File: src/rtl/fmon_pkg.sv
package fmon_pkg;

   // Register indices on the plain register port.
   localparam logic [7:0] FMON_OFS_STATUS   = 8'h01;
   localparam logic [7:0] FMON_OFS_REFCTL   = 8'h05;
   localparam logic [7:0] FMON_OFS_EXC1     = 8'h06;
   localparam logic [7:0] FMON_OFS_SYSCTL   = 8'h09;
   localparam logic [7:0] FMON_OFS_PINDATA  = 8'h10;
   localparam logic [7:0] FMON_OFS_PINFUNC  = 8'h11;

   // Status byte bit positions.
   localparam int FMON_ST_POR    = 7;
   localparam int FMON_ST_READY  = 6;
   localparam int FMON_ST_PHI    = 5;
   localparam int FMON_ST_PLO    = 4;
   localparam int FMON_ST_NHI    = 3;
   localparam int FMON_ST_NLO    = 2;
   localparam int FMON_ST_REF3   = 1;
   localparam int FMON_ST_REF0   = 0;

   // Control field positions.
   localparam int FMON_SYS_MON_LSB  = 5;
   localparam int FMON_SYS_SEND     = 0;
   localparam int FMON_EXC_SWITCH   = 7;
   localparam int FMON_EXC_RAIL_EN  = 3;
   localparam int FMON_REF_EN_LSB   = 6;

   // Reset values.
   localparam logic [7:0] FMON_RST_SYSCTL  = 8'h10;
   localparam logic [7:0] FMON_RST_EXC1    = 8'h00;
   localparam logic [7:0] FMON_RST_REFCTL  = 8'h00;
   localparam logic [7:0] FMON_RST_PINDATA = 8'h00;
   localparam logic [7:0] FMON_RST_PINFUNC = 8'h00;

   // Start-up time before the ready flag rises.
   localparam int FMON_STARTUP_NS  = 2200;
   localparam int FMON_CLK_NS      = 50;
   localparam int FMON_STARTUP_CYC = (FMON_STARTUP_NS + FMON_CLK_NS - 1) / FMON_CLK_NS;

   // Monitor select codes.
   typedef enum logic [2:0] {
      FMON_MON_NONE  = 3'h0,
      FMON_MON_MID   = 3'h1,
      FMON_MON_TEMP  = 3'h2,
      FMON_MON_AVDD  = 3'h3,
      FMON_MON_DVDD  = 3'h4,
      FMON_MON_BO02  = 3'h5,
      FMON_MON_BO1   = 3'h6,
      FMON_MON_BO10  = 3'h7
   } fmon_mon_t;

   // Analog routing controls handed to the front end.
   typedef struct packed {
      logic       inputs_off;
      logic       temp_sel;
      logic       avdd_sel;
      logic       dvdd_sel;
      logic       gain_one;
      logic [2:0] open_sensor_current_source;
   } fmon_route_t;

   // Raw fault comparators from the analog side.
   typedef struct packed {
      logic pos_hi;
      logic pos_lo;
      logic neg_hi;
      logic neg_lo;
      logic ref_low;
      logic ref_third;
   } fmon_fault_t;

endpackage : fmon_pkg

File: src/rtl/fmon_route.sv
`timescale 1ns/10ps
module fmon_route
   import fmon_pkg::*;
(
   input  wire logic [2:0]  monitor_select_field,
   input  wire logic [2:0]  gain_field,
   output fmon_route_t      route,
   output logic [2:0]       eff_gain
);

   fmon_mon_t sel;

   // Decode of the monitor-select field; every code is legal so no default.
   always_comb begin
      sel   = fmon_mon_t'(monitor_select_field);
      route = '0;
      unique case (sel)
         FMON_MON_NONE: route = '0;
         FMON_MON_MID:  route.inputs_off = 1'b1;
         FMON_MON_TEMP: begin
            route.inputs_off = 1'b1;
            route.temp_sel   = 1'b1;
         end
         FMON_MON_AVDD: begin
            route.inputs_off = 1'b1;
            route.avdd_sel   = 1'b1;
            route.gain_one   = 1'b1;
         end
         FMON_MON_DVDD: begin
            route.inputs_off = 1'b1;
            route.dvdd_sel   = 1'b1;
            route.gain_one   = 1'b1;
         end
         // One-hot levels 0.2 uA, 1 uA, 10 uA; inputs stay connected so the
         // source feeds the positive input and the sink drains the negative one.
         FMON_MON_BO02: route.open_sensor_current_source = 3'h1;
         FMON_MON_BO1:  route.open_sensor_current_source = 3'h2;
         FMON_MON_BO10: route.open_sensor_current_source = 3'h4;
      endcase
   end

   // A supply measurement overrides the programmed gain code with unity.
   assign eff_gain = route.gain_one ? 3'h0 : gain_field;

endmodule : fmon_route

File: src/rtl/fmon_pins.sv
`timescale 1ns/10ps
module fmon_pins #(
   parameter int NPIN = 4
) (
   input  wire logic            clk_sys,
   input  wire logic            rst,
   input  wire logic [NPIN-1:0] func_bits,
   input  wire logic [NPIN-1:0] dir_bits,
   input  wire logic [NPIN-1:0] out_bits,
   input  wire logic [NPIN-1:0] pin_i,
   output logic      [NPIN-1:0] pin_o,
   output logic      [NPIN-1:0] pin_oe,
   output logic      [NPIN-1:0] level_bits
);

   logic [NPIN-1:0] sync1;
   logic [NPIN-1:0] sync2;

   // Two-stage synchroniser for the asynchronous pin levels.
   always_ff @(posedge clk_sys or posedge rst) begin
      if (rst) begin
         sync1 <= '0;
         sync2 <= '0;
      end else begin
         sync1 <= pin_i;
         sync2 <= sync1;
      end
   end

   // Per pin: a direction bit of 1 makes it an input, else it drives its data bit when its function bit is set.
   for (genvar i = 0; i < NPIN; i++) begin : g_pin
      always_ff @(posedge clk_sys or posedge rst) begin
         if (rst) begin
            pin_o[i]  <= 1'b0;
            pin_oe[i] <= 1'b0;
         end else begin
            pin_o[i]  <= out_bits[i];
            pin_oe[i] <= func_bits[i] & ~dir_bits[i];
         end
      end
      assign level_bits[i] = dir_bits[i] ? sync2[i] : out_bits[i];
   end

endmodule : fmon_pins

File: src/rtl/fmon_top.sv
// Behaviour
// - Select code 011 routes scaled analog supply, 100 scaled logic supply.
// - Supply monitor disconnects inputs and forces amplifier gain to one.
// - Codes 101, 110, 111 enable 0.2, 1 and 10 uA burn-out sources.
// - Burn-out sources feed the positive input and sink the negative input.
// - Status readable at 01h; prepended to results when append bit is set.
// - Rail and reference faults latch per cycle, flags update at conversion end.
// - Power-up flag bit 7 sets on power-on, clears only by writing zero.
// - Bit 6 shows start-up finished and configuration accepted.
// - Bits 5 to 2: pos high, pos low, neg high, neg low.
// - Rail monitors work only when enabled, also with amplifier bypassed.
// - Reference detect enable sets bit 0 below 0.3 V, bit 1 below third.
// - Reference faults latch each cycle, flags refresh on strobe falling edge.
// - Function bits at 11h choose per pin whether it is general purpose.
// - Register 10h: upper nibble direction, lower nibble data.
// - Input pins read their level; output pins drive written data.
// - Switch closes while its bit at 06h is one, opens at zero.
// - A sleep command opens the switch regardless of earlier setting.
// - After reset the switch is open.
// - Select code 010 routes the temperature sensor and disconnects inputs.
//
// Local design decision: the strobed register port.
`timescale 1ns/10ps
module fmon_top
   import fmon_pkg::*;
#(
   parameter int NPIN = 4
) (
   input  wire logic            clk_sys,
   input  wire logic            rst,
   input  wire logic [7:0]      reg_addr,
   input  wire logic [7:0]      reg_wdata,
   input  wire logic            reg_wr,
   input  wire logic            reg_rd,
   output logic      [7:0]      reg_rdata,
   input  wire logic            por_event,
   input  wire logic            conv_end,
   input  wire fmon_fault_t     fault_raw,
   input  wire logic            sleep_command,
   input  wire logic [2:0]      gain_field,
   output fmon_route_t          route,
   output logic      [2:0]      eff_gain,
   output logic                 rail_mon_on,
   output logic      [1:0]      reference_detect_enable,
   output logic                 append_fault_byte_bit,
   output logic                 conversion_done_strobe_n,
   output logic                 switch_closed,
   input  wire logic [NPIN-1:0] pin_i,
   output logic      [NPIN-1:0] pin_o,
   output logic      [NPIN-1:0] pin_oe
);

   localparam int SUW = $clog2(FMON_STARTUP_CYC + 1);

   logic [7:0]      sysctl;
   logic [7:0]      exc1;
   logic [7:0]      refctl;
   logic [7:0]      pindata;
   logic [7:0]      pinfunc;
   logic [7:0]      status;
   logic            por_s1;
   logic            por_s2;
   logic            por_d;
   logic            power_up_event_flag;
   logic            ready;
   logic [SUW-1:0]  su_cnt;
   logic [3:0]      rail_acc;
   logic [1:0]      ref_acc;
   logic [3:0]      rail_flags;
   logic [1:0]      ref_flags;
   logic [NPIN-1:0] level_bits;
   logic            wr_ok;
   logic            por_rise;
   logic [7:0]      next_rdata;

   // Writes are refused until start-up completes, matching the ready flag.
   assign wr_ok = reg_wr & ready;

   // Configuration registers written by software.
   always_ff @(posedge clk_sys or posedge rst) begin
      if (rst) begin
         sysctl  <= FMON_RST_SYSCTL;
         exc1    <= FMON_RST_EXC1;
         refctl  <= FMON_RST_REFCTL;
         pindata <= FMON_RST_PINDATA;
         pinfunc <= FMON_RST_PINFUNC;
      end else begin
         if (wr_ok && reg_addr == FMON_OFS_SYSCTL) begin
            sysctl <= reg_wdata;
         end
         if (wr_ok && reg_addr == FMON_OFS_REFCTL) begin
            refctl <= reg_wdata;
         end
         if (wr_ok && reg_addr == FMON_OFS_PINDATA) begin
            pindata <= reg_wdata;
         end
         if (wr_ok && reg_addr == FMON_OFS_PINFUNC) begin
            pinfunc <= reg_wdata;
         end
         // Sleep wins over a simultaneous write so the switch cannot reclose.
         if (sleep_command) begin
            exc1[FMON_EXC_SWITCH] <= 1'b0;
         end else if (wr_ok && reg_addr == FMON_OFS_EXC1) begin
            exc1 <= reg_wdata;
         end
      end
   end

   // The power-on event arrives from analog supervisors, so it is synchronised.
   always_ff @(posedge clk_sys or posedge rst) begin
      if (rst) begin
         por_s1 <= 1'b0;
         por_s2 <= 1'b0;
         por_d  <= 1'b0;
      end else begin
         por_s1 <= por_event;
         por_s2 <= por_s1;
         por_d  <= por_s2;
      end
   end

   assign por_rise = por_s2 & ~por_d;

   // Power-up flag: set by reset or a power-on event, set wins over a clear.
   always_ff @(posedge clk_sys or posedge rst) begin
      if (rst) begin
         power_up_event_flag <= 1'b1;
      end else if (por_rise) begin
         power_up_event_flag <= 1'b1;
      end else if (wr_ok && reg_addr == FMON_OFS_STATUS && !reg_wdata[FMON_ST_POR]) begin
         power_up_event_flag <= 1'b0;
      end
   end

   // Start-up timer; register writes are refused until it expires, reads still work.
   always_ff @(posedge clk_sys or posedge rst) begin
      if (rst) begin
         su_cnt <= '0;
         ready  <= 1'b0;
      end else if (!ready) begin
         if (su_cnt == SUW'(FMON_STARTUP_CYC - 1)) begin
            ready <= 1'b1;
         end
         su_cnt <= su_cnt + 1'b1;
      end
   end

   // Faults accumulate during a cycle and are moved to flags at conversion end.
   always_ff @(posedge clk_sys or posedge rst) begin
      if (rst) begin
         rail_acc   <= '0;
         ref_acc    <= '0;
         rail_flags <= '0;
         ref_flags  <= '0;
      end else if (conv_end) begin
         rail_flags <= rail_acc | ({4{rail_mon_on}} & {fault_raw.pos_hi, fault_raw.pos_lo,
                        fault_raw.neg_hi, fault_raw.neg_lo});
         ref_flags  <= ref_acc | ({fault_raw.ref_third, fault_raw.ref_low}
                        & reference_detect_enable);
         rail_acc   <= '0;
         ref_acc    <= '0;
      end else begin
         if (rail_mon_on) begin
            rail_acc <= rail_acc | {fault_raw.pos_hi, fault_raw.pos_lo,
                        fault_raw.neg_hi, fault_raw.neg_lo};
         end
         ref_acc <= ref_acc | ({fault_raw.ref_third, fault_raw.ref_low}
                     & reference_detect_enable);
      end
   end

   // Data-ready falls with the flag update and rises again on the next cycle.
   always_ff @(posedge clk_sys or posedge rst) begin
      if (rst) begin
         conversion_done_strobe_n <= 1'b1;
      end else begin
         conversion_done_strobe_n <= ~conv_end;
      end
   end

   assign status = {power_up_event_flag, ready, rail_flags, ref_flags};

   assign append_fault_byte_bit   = sysctl[FMON_SYS_SEND];
   assign rail_mon_on             = exc1[FMON_EXC_RAIL_EN];
   assign reference_detect_enable = refctl[FMON_REF_EN_LSB +: 2];

   // Switch output is registered so it follows the bit one cycle later.
   always_ff @(posedge clk_sys or posedge rst) begin
      if (rst) begin
         switch_closed <= 1'b0;
      end else begin
         switch_closed <= exc1[FMON_EXC_SWITCH] & ~sleep_command;
      end
   end

   // Read mux; unmapped addresses read zero.
   always_comb begin
      next_rdata = 8'h00;
      unique case (reg_addr)
         FMON_OFS_STATUS:  next_rdata = status;
         FMON_OFS_REFCTL:  next_rdata = refctl;
         FMON_OFS_EXC1:    next_rdata = exc1;
         FMON_OFS_SYSCTL:  next_rdata = sysctl;
         FMON_OFS_PINDATA: next_rdata = {pindata[7:4], level_bits};
         FMON_OFS_PINFUNC: next_rdata = pinfunc;
         default:          next_rdata = 8'h00;
      endcase
   end

   // Read data stand only in the cycle after the strobe.
   always_ff @(posedge clk_sys or posedge rst) begin
      if (rst) begin
         reg_rdata <= 8'h00;
      end else begin
         reg_rdata <= reg_rd ? next_rdata : 8'h00;
      end
   end

   fmon_route u_route (
      .monitor_select_field (sysctl[FMON_SYS_MON_LSB +: 3]),
      .gain_field           (gain_field),
      .route                (route),
      .eff_gain             (eff_gain)
   );

   fmon_pins #(.NPIN(NPIN)) u_pins (
      .clk_sys    (clk_sys),
      .rst        (rst),
      .func_bits  (pinfunc[NPIN-1:0]),
      .dir_bits   (pindata[4 +: NPIN]),
      .out_bits   (pindata[NPIN-1:0]),
      .pin_i      (pin_i),
      .pin_o      (pin_o),
      .pin_oe     (pin_oe),
      .level_bits (level_bits)
   );

   // Supply selection must force unity gain and disconnect inputs.
   supply_gain_a: assert property (@(posedge clk_sys) disable iff (rst)
      (route.avdd_sel || route.dvdd_sel) |-> (eff_gain == 3'h0 && route.inputs_off))
      else $error("supply monitor without unity gain");

   // Analog supply code routes the analog monitor only.
   avdd_route_a: assert property (@(posedge clk_sys) disable iff (rst)
      (sysctl[7:5] == 3'h3) |-> (route.avdd_sel && !route.dvdd_sel))
      else $error("analog supply not routed");

   // Burn-out code 111 selects the largest source.
   burnout_max_a: assert property (@(posedge clk_sys) disable iff (rst)
      (sysctl[7:5] == 3'h7) |-> (route.open_sensor_current_source == 3'h4))
      else $error("burn-out level wrong");

   // Rail flags hold between conversion ends.
   rail_hold_a: assert property (@(posedge clk_sys) disable iff (rst)
      !$past(conv_end) |-> $stable(status[5:2]))
      else $error("rail flag moved outside conversion end");

   // Reference flags refresh together with the falling strobe.
   ref_edge_a: assert property (@(posedge clk_sys) disable iff (rst)
      !$stable(status[1:0]) |-> $fell(conversion_done_strobe_n))
      else $error("reference flag moved without strobe");

   // Power-up flag never clears without a write to the status register.
   por_clear_a: assert property (@(posedge clk_sys) disable iff (rst)
      $fell(power_up_event_flag) |-> $past(reg_wr && reg_addr == FMON_OFS_STATUS))
      else $error("power-up flag cleared without write");

   // Sleep opens the switch on the next edge.
   sleep_open_a: assert property (@(posedge clk_sys) disable iff (rst)
      sleep_command |=> !switch_closed [*2])
      else $error("switch closed after sleep");

   // An output pin drives its data bit one cycle after configuration.
   pin_drive_a: assert property (@(posedge clk_sys) disable iff (rst)
      (pinfunc[0] && !pindata[4]) ##1 $stable(pindata[0]) |-> pin_oe[0] && pin_o[0] == pindata[0])
      else $error("output pin not driven");

   // Ready rises only after the full start-up count.
   ready_time_a: assert property (@(posedge clk_sys) disable iff (rst)
      $rose(ready) |-> su_cnt == SUW'(FMON_STARTUP_CYC))
      else $error("ready timing wrong");

   // Logic supply code routes the logic monitor only.
   dvdd_route_a: assert property (@(posedge clk_sys) disable iff (rst)
      (sysctl[7:5] == 3'h4) |-> (route.dvdd_sel && !route.avdd_sel && route.inputs_off))
      else $error("logic supply not routed");

   // Temperature code disconnects the inputs and routes the sensor.
   temp_route_a: assert property (@(posedge clk_sys) disable iff (rst)
      (sysctl[7:5] == 3'h2) |-> (route.temp_sel && route.inputs_off))
      else $error("temperature sensor not routed");

   // Code zero leaves every routing control idle.
   idle_route_a: assert property (@(posedge clk_sys) disable iff (rst)
      (sysctl[7:5] == 3'h0) |-> (route == '0))
      else $error("routing active with no monitor");

   // The smallest source keeps the inputs connected, since it probes them.
   burnout_low_a: assert property (@(posedge clk_sys) disable iff (rst)
      (sysctl[7:5] == 3'h5) |-> (route.open_sensor_current_source == 3'h1 && !route.inputs_off))
      else $error("burn-out low level wrong");

   // Code 110 selects the middle source level.
   burnout_mid_a: assert property (@(posedge clk_sys) disable iff (rst)
      (sysctl[7:5] == 3'h6) |-> (route.open_sensor_current_source == 3'h2))
      else $error("burn-out middle level wrong");

   // Every conversion end drops the done strobe in the next cycle.
   strobe_low_a: assert property (@(posedge clk_sys) disable iff (rst)
      conv_end |=> !conversion_done_strobe_n)
      else $error("done strobe missing");

   // A set switch bit closes the switch unless a sleep command is pending.
   switch_follow_a: assert property (@(posedge clk_sys) disable iff (rst)
      (exc1[FMON_EXC_SWITCH] && !sleep_command) |=> switch_closed)
      else $error("switch not closed");

   // A cleared switch bit opens the switch.
   switch_open_a: assert property (@(posedge clk_sys) disable iff (rst)
      !exc1[FMON_EXC_SWITCH] |=> !switch_closed)
      else $error("switch not opened");

   // A status write cannot move the fault flags.
   status_write_a: assert property (@(posedge clk_sys) disable iff (rst)
      (reg_wr && reg_addr == FMON_OFS_STATUS && !conv_end) |=> $stable(status[5:0]))
      else $error("fault flags changed by a write");

   // A write before start-up ends is dropped.
   early_write_a: assert property (@(posedge clk_sys) disable iff (rst)
      (reg_wr && !ready) |=> $stable(sysctl))
      else $error("write taken before ready");

   // Read data return to zero when no read was strobed.
   rdata_idle_a: assert property (@(posedge clk_sys) disable iff (rst)
      !reg_rd |=> (reg_rdata == 8'h00))
      else $error("read data without strobe");

   // A synchronised power-on edge sets the power-up flag.
   por_set_a: assert property (@(posedge clk_sys) disable iff (rst)
      por_rise |=> power_up_event_flag)
      else $error("power-up flag not set");

   // A pin not used as general purpose never drives.
   pin_off_a: assert property (@(posedge clk_sys) disable iff (rst)
      !pinfunc[0] |=> !pin_oe[0])
      else $error("unused pin driven");

endmodule : fmon_top

File: config.mk
export PLATFORM = sky130hd
export DESIGN_NAME = fmon_top
export DESIGN_NICKNAME = d
export VERILOG_FILES = /design/src/rtl/fmon_pkg.sv /design/src/rtl/fmon_route.sv /design/src/rtl/fmon_pins.sv /design/src/rtl/fmon_top.sv
export SDC_FILE = /design/constraint.sdc
export NUM_CORES = 1
export LEC_CHECK = 0
export BUFFER_PORTS_ARGS = -buffer_cell sky130_fd_sc_hd__buf_2
export CORE_MARGIN = 3
export CORE_UTILIZATION = 49
export CTS_CLUSTER_DIAMETER = 50
export DETAILED_ROUTE_END_ITERATION = 16
export GPL_ROUTABILITY_DRIVEN = 0
export PLACE_DENSITY_LB_ADDON = 0.05
export SYNTH_ARGS = -nofsm -noshare
export SYNTH_HDL_FRONTEND = slang
export SYNTH_SLANG_ARGS = --single-unit
File: constraint.sdc
create_clock -name clk_sys -period 2.8 [get_ports clk_sys]
set_clock_uncertainty 0.05 [all_clocks]
set_input_delay 0.28 -clock clk_sys [delete_from_list [all_inputs] [get_ports clk_sys]]
set_output_delay 0.28 -clock clk_sys [all_outputs]
set_load 0.005 [all_outputs]
==> results of run 1 <==
## worst paths after layout
| check | from | cells after the start | to |
|---|---|---|---|
| setup / recovery | reg_addr[3] | 5 | pindata[4]$_DFFE_PP0P_ |
| hold / removal | sleep_command | 2 | exc1[7]$_DFFE_PP0P_ |
| setup reg to reg | ready$_DFF_PP0_ | 3 | sysctl[0]$_DFFE_PP0P_ |
| hold reg to reg | u_pins.sync1[1]$_DFF_PP0_ | 0 | u_pins.sync2[1]$_DFF_PP0_ |
| max in group asynchronous | rst | 4 | conversion_done_strobe_n$_DFF_PP1_ |
| min in group asynchronous | rst | 3 | u_pins.sync2[1]$_DFF_PP0_ |
## synth_stat cells (all sizes together), types with 2 or more instances
| cell type | n |
|---|---|
| o21ai | 6 |
| a21oi | 20 |
| o2bb2ai | 3 |
| nor2b | 8 |
| dfrtp | 86 |
| mux2 | 41 |
| o21a | 3 |
| nand2 | 15 |
| nor4 | 3 |
| and2 | 5 |
| dfstp | 3 |
| and3 | 3 |
| buf | 4 |
| inv | 6 |
| or4 | 2 |
| nor2 | 20 |
| nor3 | 2 |
| nand4 | 2 |
| a22oi | 6 |
| nand3 | 4 |
| o32a | 2 |
| o22ai | 3 |
| clkbuf | 10 |
| mux2i | 15 |
| xnor2 | 5 |
| or2 | 3 |
## kinds of logic (layout without fill, tap and decap cells)
kind of cell             count (synthesis)  in the layout  synth area share [%]
adder cells (fa/ha/maj)                  1              1                 0.339
AO/OA/AOI/OAI                           45             45                  7.62
AND/OR/NAND/NOR                         73             73                  11.2
flip-flops                              89             89                  60.4
XOR/XNOR                                 6              6                  1.42
multiplexers                            56             56                  16.6
buffers and inverters                   20            101                  2.44
## repair_timing
| action | 4_1_cts | 5_1_grt |
|---|---|---|
| setup buffers | 0 | 0 |
| hold endpoints to repair | 34 | 0 |
| resized for setup | 0 | 0 |
| hold buffers | 6 | 0 |
## power groups by stage
stage                     Sequential (W)  Combinational, W  Clock [W]
after floorplan                  0.00133         0.0000644          0
after global placement           0.00134          0.000127          0
after detailed placement         0.00134          0.000127          0
after CTS                        0.00131          0.000134   0.000888
after global routing             0.00131          0.000148   0.000947
final                            0.00131          0.000131   0.000872
## worst reg2reg max path, stage by stage, from the launching register on
cell and delay [ns]:
dfrtp_1 0.37, nand2_1 0.17, or4_1 0.71, mux2_1 0.38
## cells in the final DEF (no fill, tap or decap), types with 8 or more instances in the layout
cell type / count
dfrtp_1: 86
nor2b_1: 8
buf_2: 68
mux2_2: 40
nor2_1: 20
mux2i_1: 15
clkbuf_8: 9
a21oi_1: 20
nand2_1: 15
## cell type report
| class | instances | area share, % |
|---|---|---|
| Tap cell | 99 | 2.82 |
| Clock buffer | 9 | 2.82 |
| Multi-Input combinational cell | 181 | 31.2 |
| Inverter | 6 | 0.541 |
| Clock inverter | 7 | 1.59 |
| Timing Repair Buffer | 79 | 10.3 |
| Sequential cell | 89 | 50.8 |
## sequential cells by signal, summed over array words and instances (netlist names), 6 cells and up
name       cells
reg_rdata      8
pinfunc        8
sysctl         8
refctl         8
su_cnt         6
exc1           8
pindata        8
## routing by layer
| layer | GRT usage [%] | vias up | wire, um | share of wire (%) |
|---|---|---|---|---|
| met5 | 0 | - | 0 | 0 |
| met2 | 29.5 | 68 | 3650 | 47 |
| met1 | 27.1 | 1199 | 3630 | 46 |
| met4 | 8.42 | 0 | 167 | 2.1 |
| li1 | - | 1171 | - | - |
| met3 | 3.82 | 18 | 383 | 4.9 |
## through the flow
step / power, W / util, % / cell area (sq um)
2_1_floorplan: 0.00140 / - / 3690
3_3_place_gp: 0.00146 / 56.8 / 4140
3_5_place_dp: 0.00147 / 56.8 / 4140
4_1_cts: 0.00233 / 60.3 / 4390
5_1_grt: 0.00241 / 60.3 / 4390
6_report: 0.00232 / 60.3 / 4390
==> impl_metrics.yaml, run 1 <==
status:
  status: "completed"
floorplan:
  start_util_pct: 50.6
  die_width_um: 92.8
  chipHeight_um: 92.8
  ioPinCount: 69
  core_region_area_sq_mm: 0.00729
  floorplan.die_area_sq_mm: 0.00861
  floorplan.rows: 31
critical_path:
  critPathArrivalTime_ns: 2.31
  critPathMaxStageDelay_ns: 0.54
  worst-path-buf-inv: 1
  worstPathCellList: "buf_2 > or4b_4 > or4_4 > nor3_4 > mux2_2"
  critical_path.slowest_cell: "or4b_4"
  timing.critical_path.max_delay_family: "simple AND/OR/NAND/NOR gates"
  timing_worst_setup_path_type: "in2reg"
  regToRegSetupSlack_ns: 1.03
  start_kind: "input port"
  critical_path_required_ns: 2.99
  critPathCaptureType: "flip-flop"
  path_max_fanout: 12
pwr:
  power_density_mw_per_mm2: 527
  sequentialPowerShare_pct: 56.7
  p_clk_share_pct: 37.6
  sw_frac_of_total_pct: 23.8
  cellLeakagePower_nw: 2.21
  vdd_drop_max_uv: 344
  comb_power_share_pct: 5.7
  power.internal_w: 0.00177
  p_sw_w: 0.000550
timing:
  final.setup.worst_slack_ns: 0.680
  setup_viol_count_final: 0
  fin_worst_hold_slack_ns: 0.0463
  period_minus_slack_ns: 2.12
  timing.final.hold_violations: 0
  worst-slew-pin-transition_ns: 0.619
  timing.slew.headroom_pct: 58.3
  setup_repair_after_global_routing_missed_its_margin: "false"
  min_period_over_period_pct: 75.7
  setup_total_negative_slack_ns: 0
  drv_slew: 0
  timing.fmax_mhz: 472
yosys:
  synth_top_area_share_pct: 58.3
  synth_warnings: 0
  async_reset_ff_share_pct: 100
  post_synth_main_area_contributors: "dfrtp_1 (58%), mux2_2 (12%), mux2i_1 (4.1%)"
  synth.avg_cell_area_sq_um: 12.7
  synthDominantAreaCellType: "dfrtp_1"
  ys.flop_type: "dfrtp_1"
  postSynthNetCount: 327
  synth_cells: 290
  synth.yosys.seq_area_share_pct: 60.4
  ys_ff_latch: 89
  synth_cell_types: 43
  edff_count_synth: 0
  syn_area_sq_mm: 0.00369
run:
  drv_cap: 0
detailed_routing:
  drt_drc_violations_left: 0
  wl_per_cell_um: 16.7
  drt-total-wl_um: 7830
  postRouteAntennaNets: 0
  vias_per_cell: 5.23
  drtPass1Iterations: 4
  num_vias: 2456
  first_iter_violations: 81
clocking:
  worstSkewPairLatency_ns: 0.35
  root_buffer: "clkbuf_8"
  clock_sinks: 89
  cts_htree_levels: 3
  clk_pin_slew_ns: 0.08
  cts_buffers: 9
  tritoncts: "built"
  cts-root-to-sink-buffers: 2
placed_design:
  dp_slack_ns: 0.319
  buffer_ports.inserted: 68
  dp_hpwl_um: 5680
  place_inst: 448
layout:
  total_area_of_sequential_cells_sq_mm: 0.00223
  layout-area-overhead-vs-synth_pct: 19.0
  num_antenna_cells: 0
  drive_gt1_share_pct: 38.0
  final_cells: 470
  fin_nets: 403
  multiInputGateArea_sq_mm: 0.00137
  nFillCells: 635
min_path:
  hold_wc_path_type: "in2reg"
global_route:
  grt_remaining_overflow: 0
  grt_pass1_vias: 2518
  number_of_antenna_violations_at_the_first_check_in_global_routing: 0
  grt_pass1_wl_um: 12700
  grt_use_total_pct: 19.4
  grt_max_degree: 60
Note: power is estimated with default switching activity, not from simulation.
==> inputs of run 2 (changes only) <==
Settings changed: ABC_AREA set to 1, CORE_UTILIZATION 49 to 55.
Clock period 2.8 ns to 1.97 ns, I/O delays scaled along.
==> run 2 against run 1 <==
Compared with the run above:
- clock power rose by 27%
- core utilization rose by 8.3 points
- register-to-register slack got worse by 0.72 ns
- synthesized cell count rose by 43%
- sequential share of layout area fell by 0.96 points
- via count rose by 23%
- critical endpoint is now route[7]
==> impl_metrics.yaml, run 2 <==
critical_path:
  worstReg2RegEnd: "exc1[6]$_DFFE_PP0P_"
  r2r.worst_path.cells: 6
  worstPathCellList: "nand2_1 > o22ai_1 > o21bai_1 > buf_2"
  timing.rr.start: "ready$_DFF_PP0_"
  regToRegSetupSlack_ns: 0.31
  critical_path.slowest_cell: "dfrtp_1"
  path_max_fanout: 9
  critical_path_required_ns: 1.72
  start_kind: "flip-flop"
  timing_worst_setup_path_type: "reg2out"
  critPathMaxStageDelay_ns: 0.49
  critPathCaptureType: "output pin"
  critPathArrivalTime_ns: 1.58
layout:
  total_area_of_sequential_cells_sq_mm: 0.00223
  fin_nets: 529
  finish.utilization_pct: 68.6
  multiInputGateArea_sq_mm: 0.00131
  num_antenna_cells: 0
  drive_gt1_share_pct: 24.7
  layout.cells.most_common: "nand2_1"
  layout-area-overhead-vs-synth_pct: 17.6
  nFillCells: 544
  layout_common_cells: "nand2_1 (87), dfrtp_1 (86), buf_2 (68), nand3_1 (51), inv_1 (41)"
  final_cells: 574
floorplan:
  start_util_pct: 58.3
  floorplan.die_area_sq_mm: 0.00796
  floorplan.rows: 29
  ioPinCount: 69
  die_width_um: 89.2
  core_region_area_sq_mm: 0.00653
  chipHeight_um: 89.2
clocking:
  cts-root-to-sink-buffers: 2
  cts_buffers: 9
  cts-hold-fix-buffers: 7
  cts_htree_levels: 3
  cts.repair_timing.setup_buffer_count: 0
  clock_sinks: 89
  root_buffer: "clkbuf_8"
  clk_pin_slew_ns: 0.08
  worstSkewPairLatency_ns: 0.34
  cts-resized-gates: 0
  tritoncts: "built"
yosys:
  syn_area_sq_mm: 0.00381
  synth_cells: 414
  synth_warnings: 0
  edff_count_synth: 0
  synth.top_cells.by_count: "nand2_1 (87), dfrtp_1 (86), nand3_1 (51)"
  ys_ff_latch: 89
  synthDominantAreaCellType: "dfrtp_1"
  ys.flop_type: "dfrtp_1"
  post_synth_main_area_contributors: "dfrtp_1 (57%), nand2_1 (8.6%), nand3_1 (6.7%)"
  synth_top_area_share_pct: 56.5
  synth.yosys.seq_area_share_pct: 58.6
  synth.avg_cell_area_sq_um: 9.20
  yosysMostFrequentCell: "nand2_1"
  synth_cell_types: 28
  postSynthNetCount: 451
  async_reset_ff_share_pct: 100
timing:
  timing.slew.headroom_pct: 54.8
  setup_total_negative_slack_ns: 0
  setup_viol_count_final: 0
  min_period_over_period_pct: 92.9
  final.setup.worst_slack_ns: 0.139
  timing.final.hold_violations: 0
  timing.fmax_mhz: 546
  setup_repair_after_global_routing_missed_its_margin: "false"
  worst-slew-pin-transition_ns: 0.678
  period_minus_slack_ns: 1.83
  drv_slew: 0
detailed_routing:
  first_iter_violations: 144
  vias_per_cell: 5.25
  wl_per_cell_um: 14.4
  drt-total-wl_um: 8260
  drtPass1Iterations: 5
  postRouteAntennaNets: 0
  drt_drc_violations_left: 0
  num_vias: 3015
min_path:
  hold_wc_path_type: "in2reg"
  min_to: "pinfunc[2]$_DFFE_PP0P_"
  holdPathStages: 3
  hp-start: "reg_wdata[2]"
pwr:
  cellLeakagePower_nw: 2.25
  vdd_drop_max_uv: 447
  power_density_mw_per_mm2: 703
global_route:
  number_of_antenna_violations_at_the_first_check_in_global_routing: 0
  grt_use_total_pct: 22.2
  grt_pass1_wl_um: 13200
  grt_pass1_vias: 2726
  grt_max_degree: 40
  grt_remaining_overflow: 0
run:
  drv_cap: 0
status:
  status: "completed"
placed_design:
  buffer_ports.inserted: 68
  dp_hpwl_um: 5820
  place_inst: 551
  dp_slack_ns: 0.234
## run 2: cell types whose count changed in the layout (fill, tap and decap cells not counted), moves of 15 or more
| cell | delta |
|---|---|
| nand2_1 | +72 |
| nand3_1 | +47 |
| mux2_2 | -40 |
| inv_1 | +36 |
| o21ai_0 | +34 |
| mux2i_1 | -15 |
## run 2: critical path: cells and delay by family (launching register included)
kind | cells | cell delay [ns]
simple gates | 1 | 0.14
buf+inv | 1 | 0.12
compound gates | 2 | 0.50
flops | 1 | 0.49
## run 2: report_power, final
part	switching [W]	internal, W	total [W]
logic	0.000120	0.0000651	0.000185
clock network	0.000616	0.000494	0.00111
registers	0.00000698	0.00184	0.00185
## run 2: per-stage QoR
stage | total power (W) | hold slack [ns] | cell area, sq um
2_1_floorplan | 0.00198 | 0.178 | 3810
3_3_place_gp | 0.00206 | 0.225 | 4240
3_5_place_dp | 0.00207 | 0.228 | 4240
4_1_cts | 0.00317 | 0.0133 | 4480
5_1_grt | 0.00327 | 0.0185 | 4480
6_report | 0.00315 | 0.0276 | 4480
## run 2: worst max path at each step
stage	startpoint	endpoint	slack, ns	cells after the start
finish	sysctl[5]$_DFFE_PP0P_	route[7]	0.14	4
CTS	sysctl[5]$_DFFE_PP0P_	route[7]	0.13	4
global route	sysctl[5]$_DFFE_PP0P_	route[7]	0.06	4
global placement	reg_addr[2]	pindata[1]$_DFFE_PP0P_	0.31	6
floorplan	ready$_DFF_PP0_	exc1[3]$_DFFE_PP0P_	0.55	8
detailed placement	reg_addr[2]	pindata[1]$_DFFE_PP0P_	0.23	6
## run 2: area by class of cell
type	count	area share (%)
clock inverter	4	0.642
tap	77	2.15
timing repair buffer	83	11.1
sequential	89	49.8
clock buffer	12	3.24
inverter	45	3.85
multi-input combinational	264	29.2
## run 2: cells by family (layout without fill, tap and decap cells)
logic type,Yosys count,after routing,synth area share [%]
XOR/XNOR,5,5,1.15
adder cells (fa/ha/maj),1,1,0.329
AO/OA/AOI/OAI,69,69,10.2
flip-flops,89,89,58.6
buffers and inverters,61,144,7.00
AND/OR/NAND/NOR,189,189,22.7
## run 2: metal layers
layer / global-route usage [%] / routed length, um
met4: 7.85 / 89
met1: 32.9 / 3930
met5: 0 / 0
met2: 33.5 / 3770
met3: 3.32 / 468
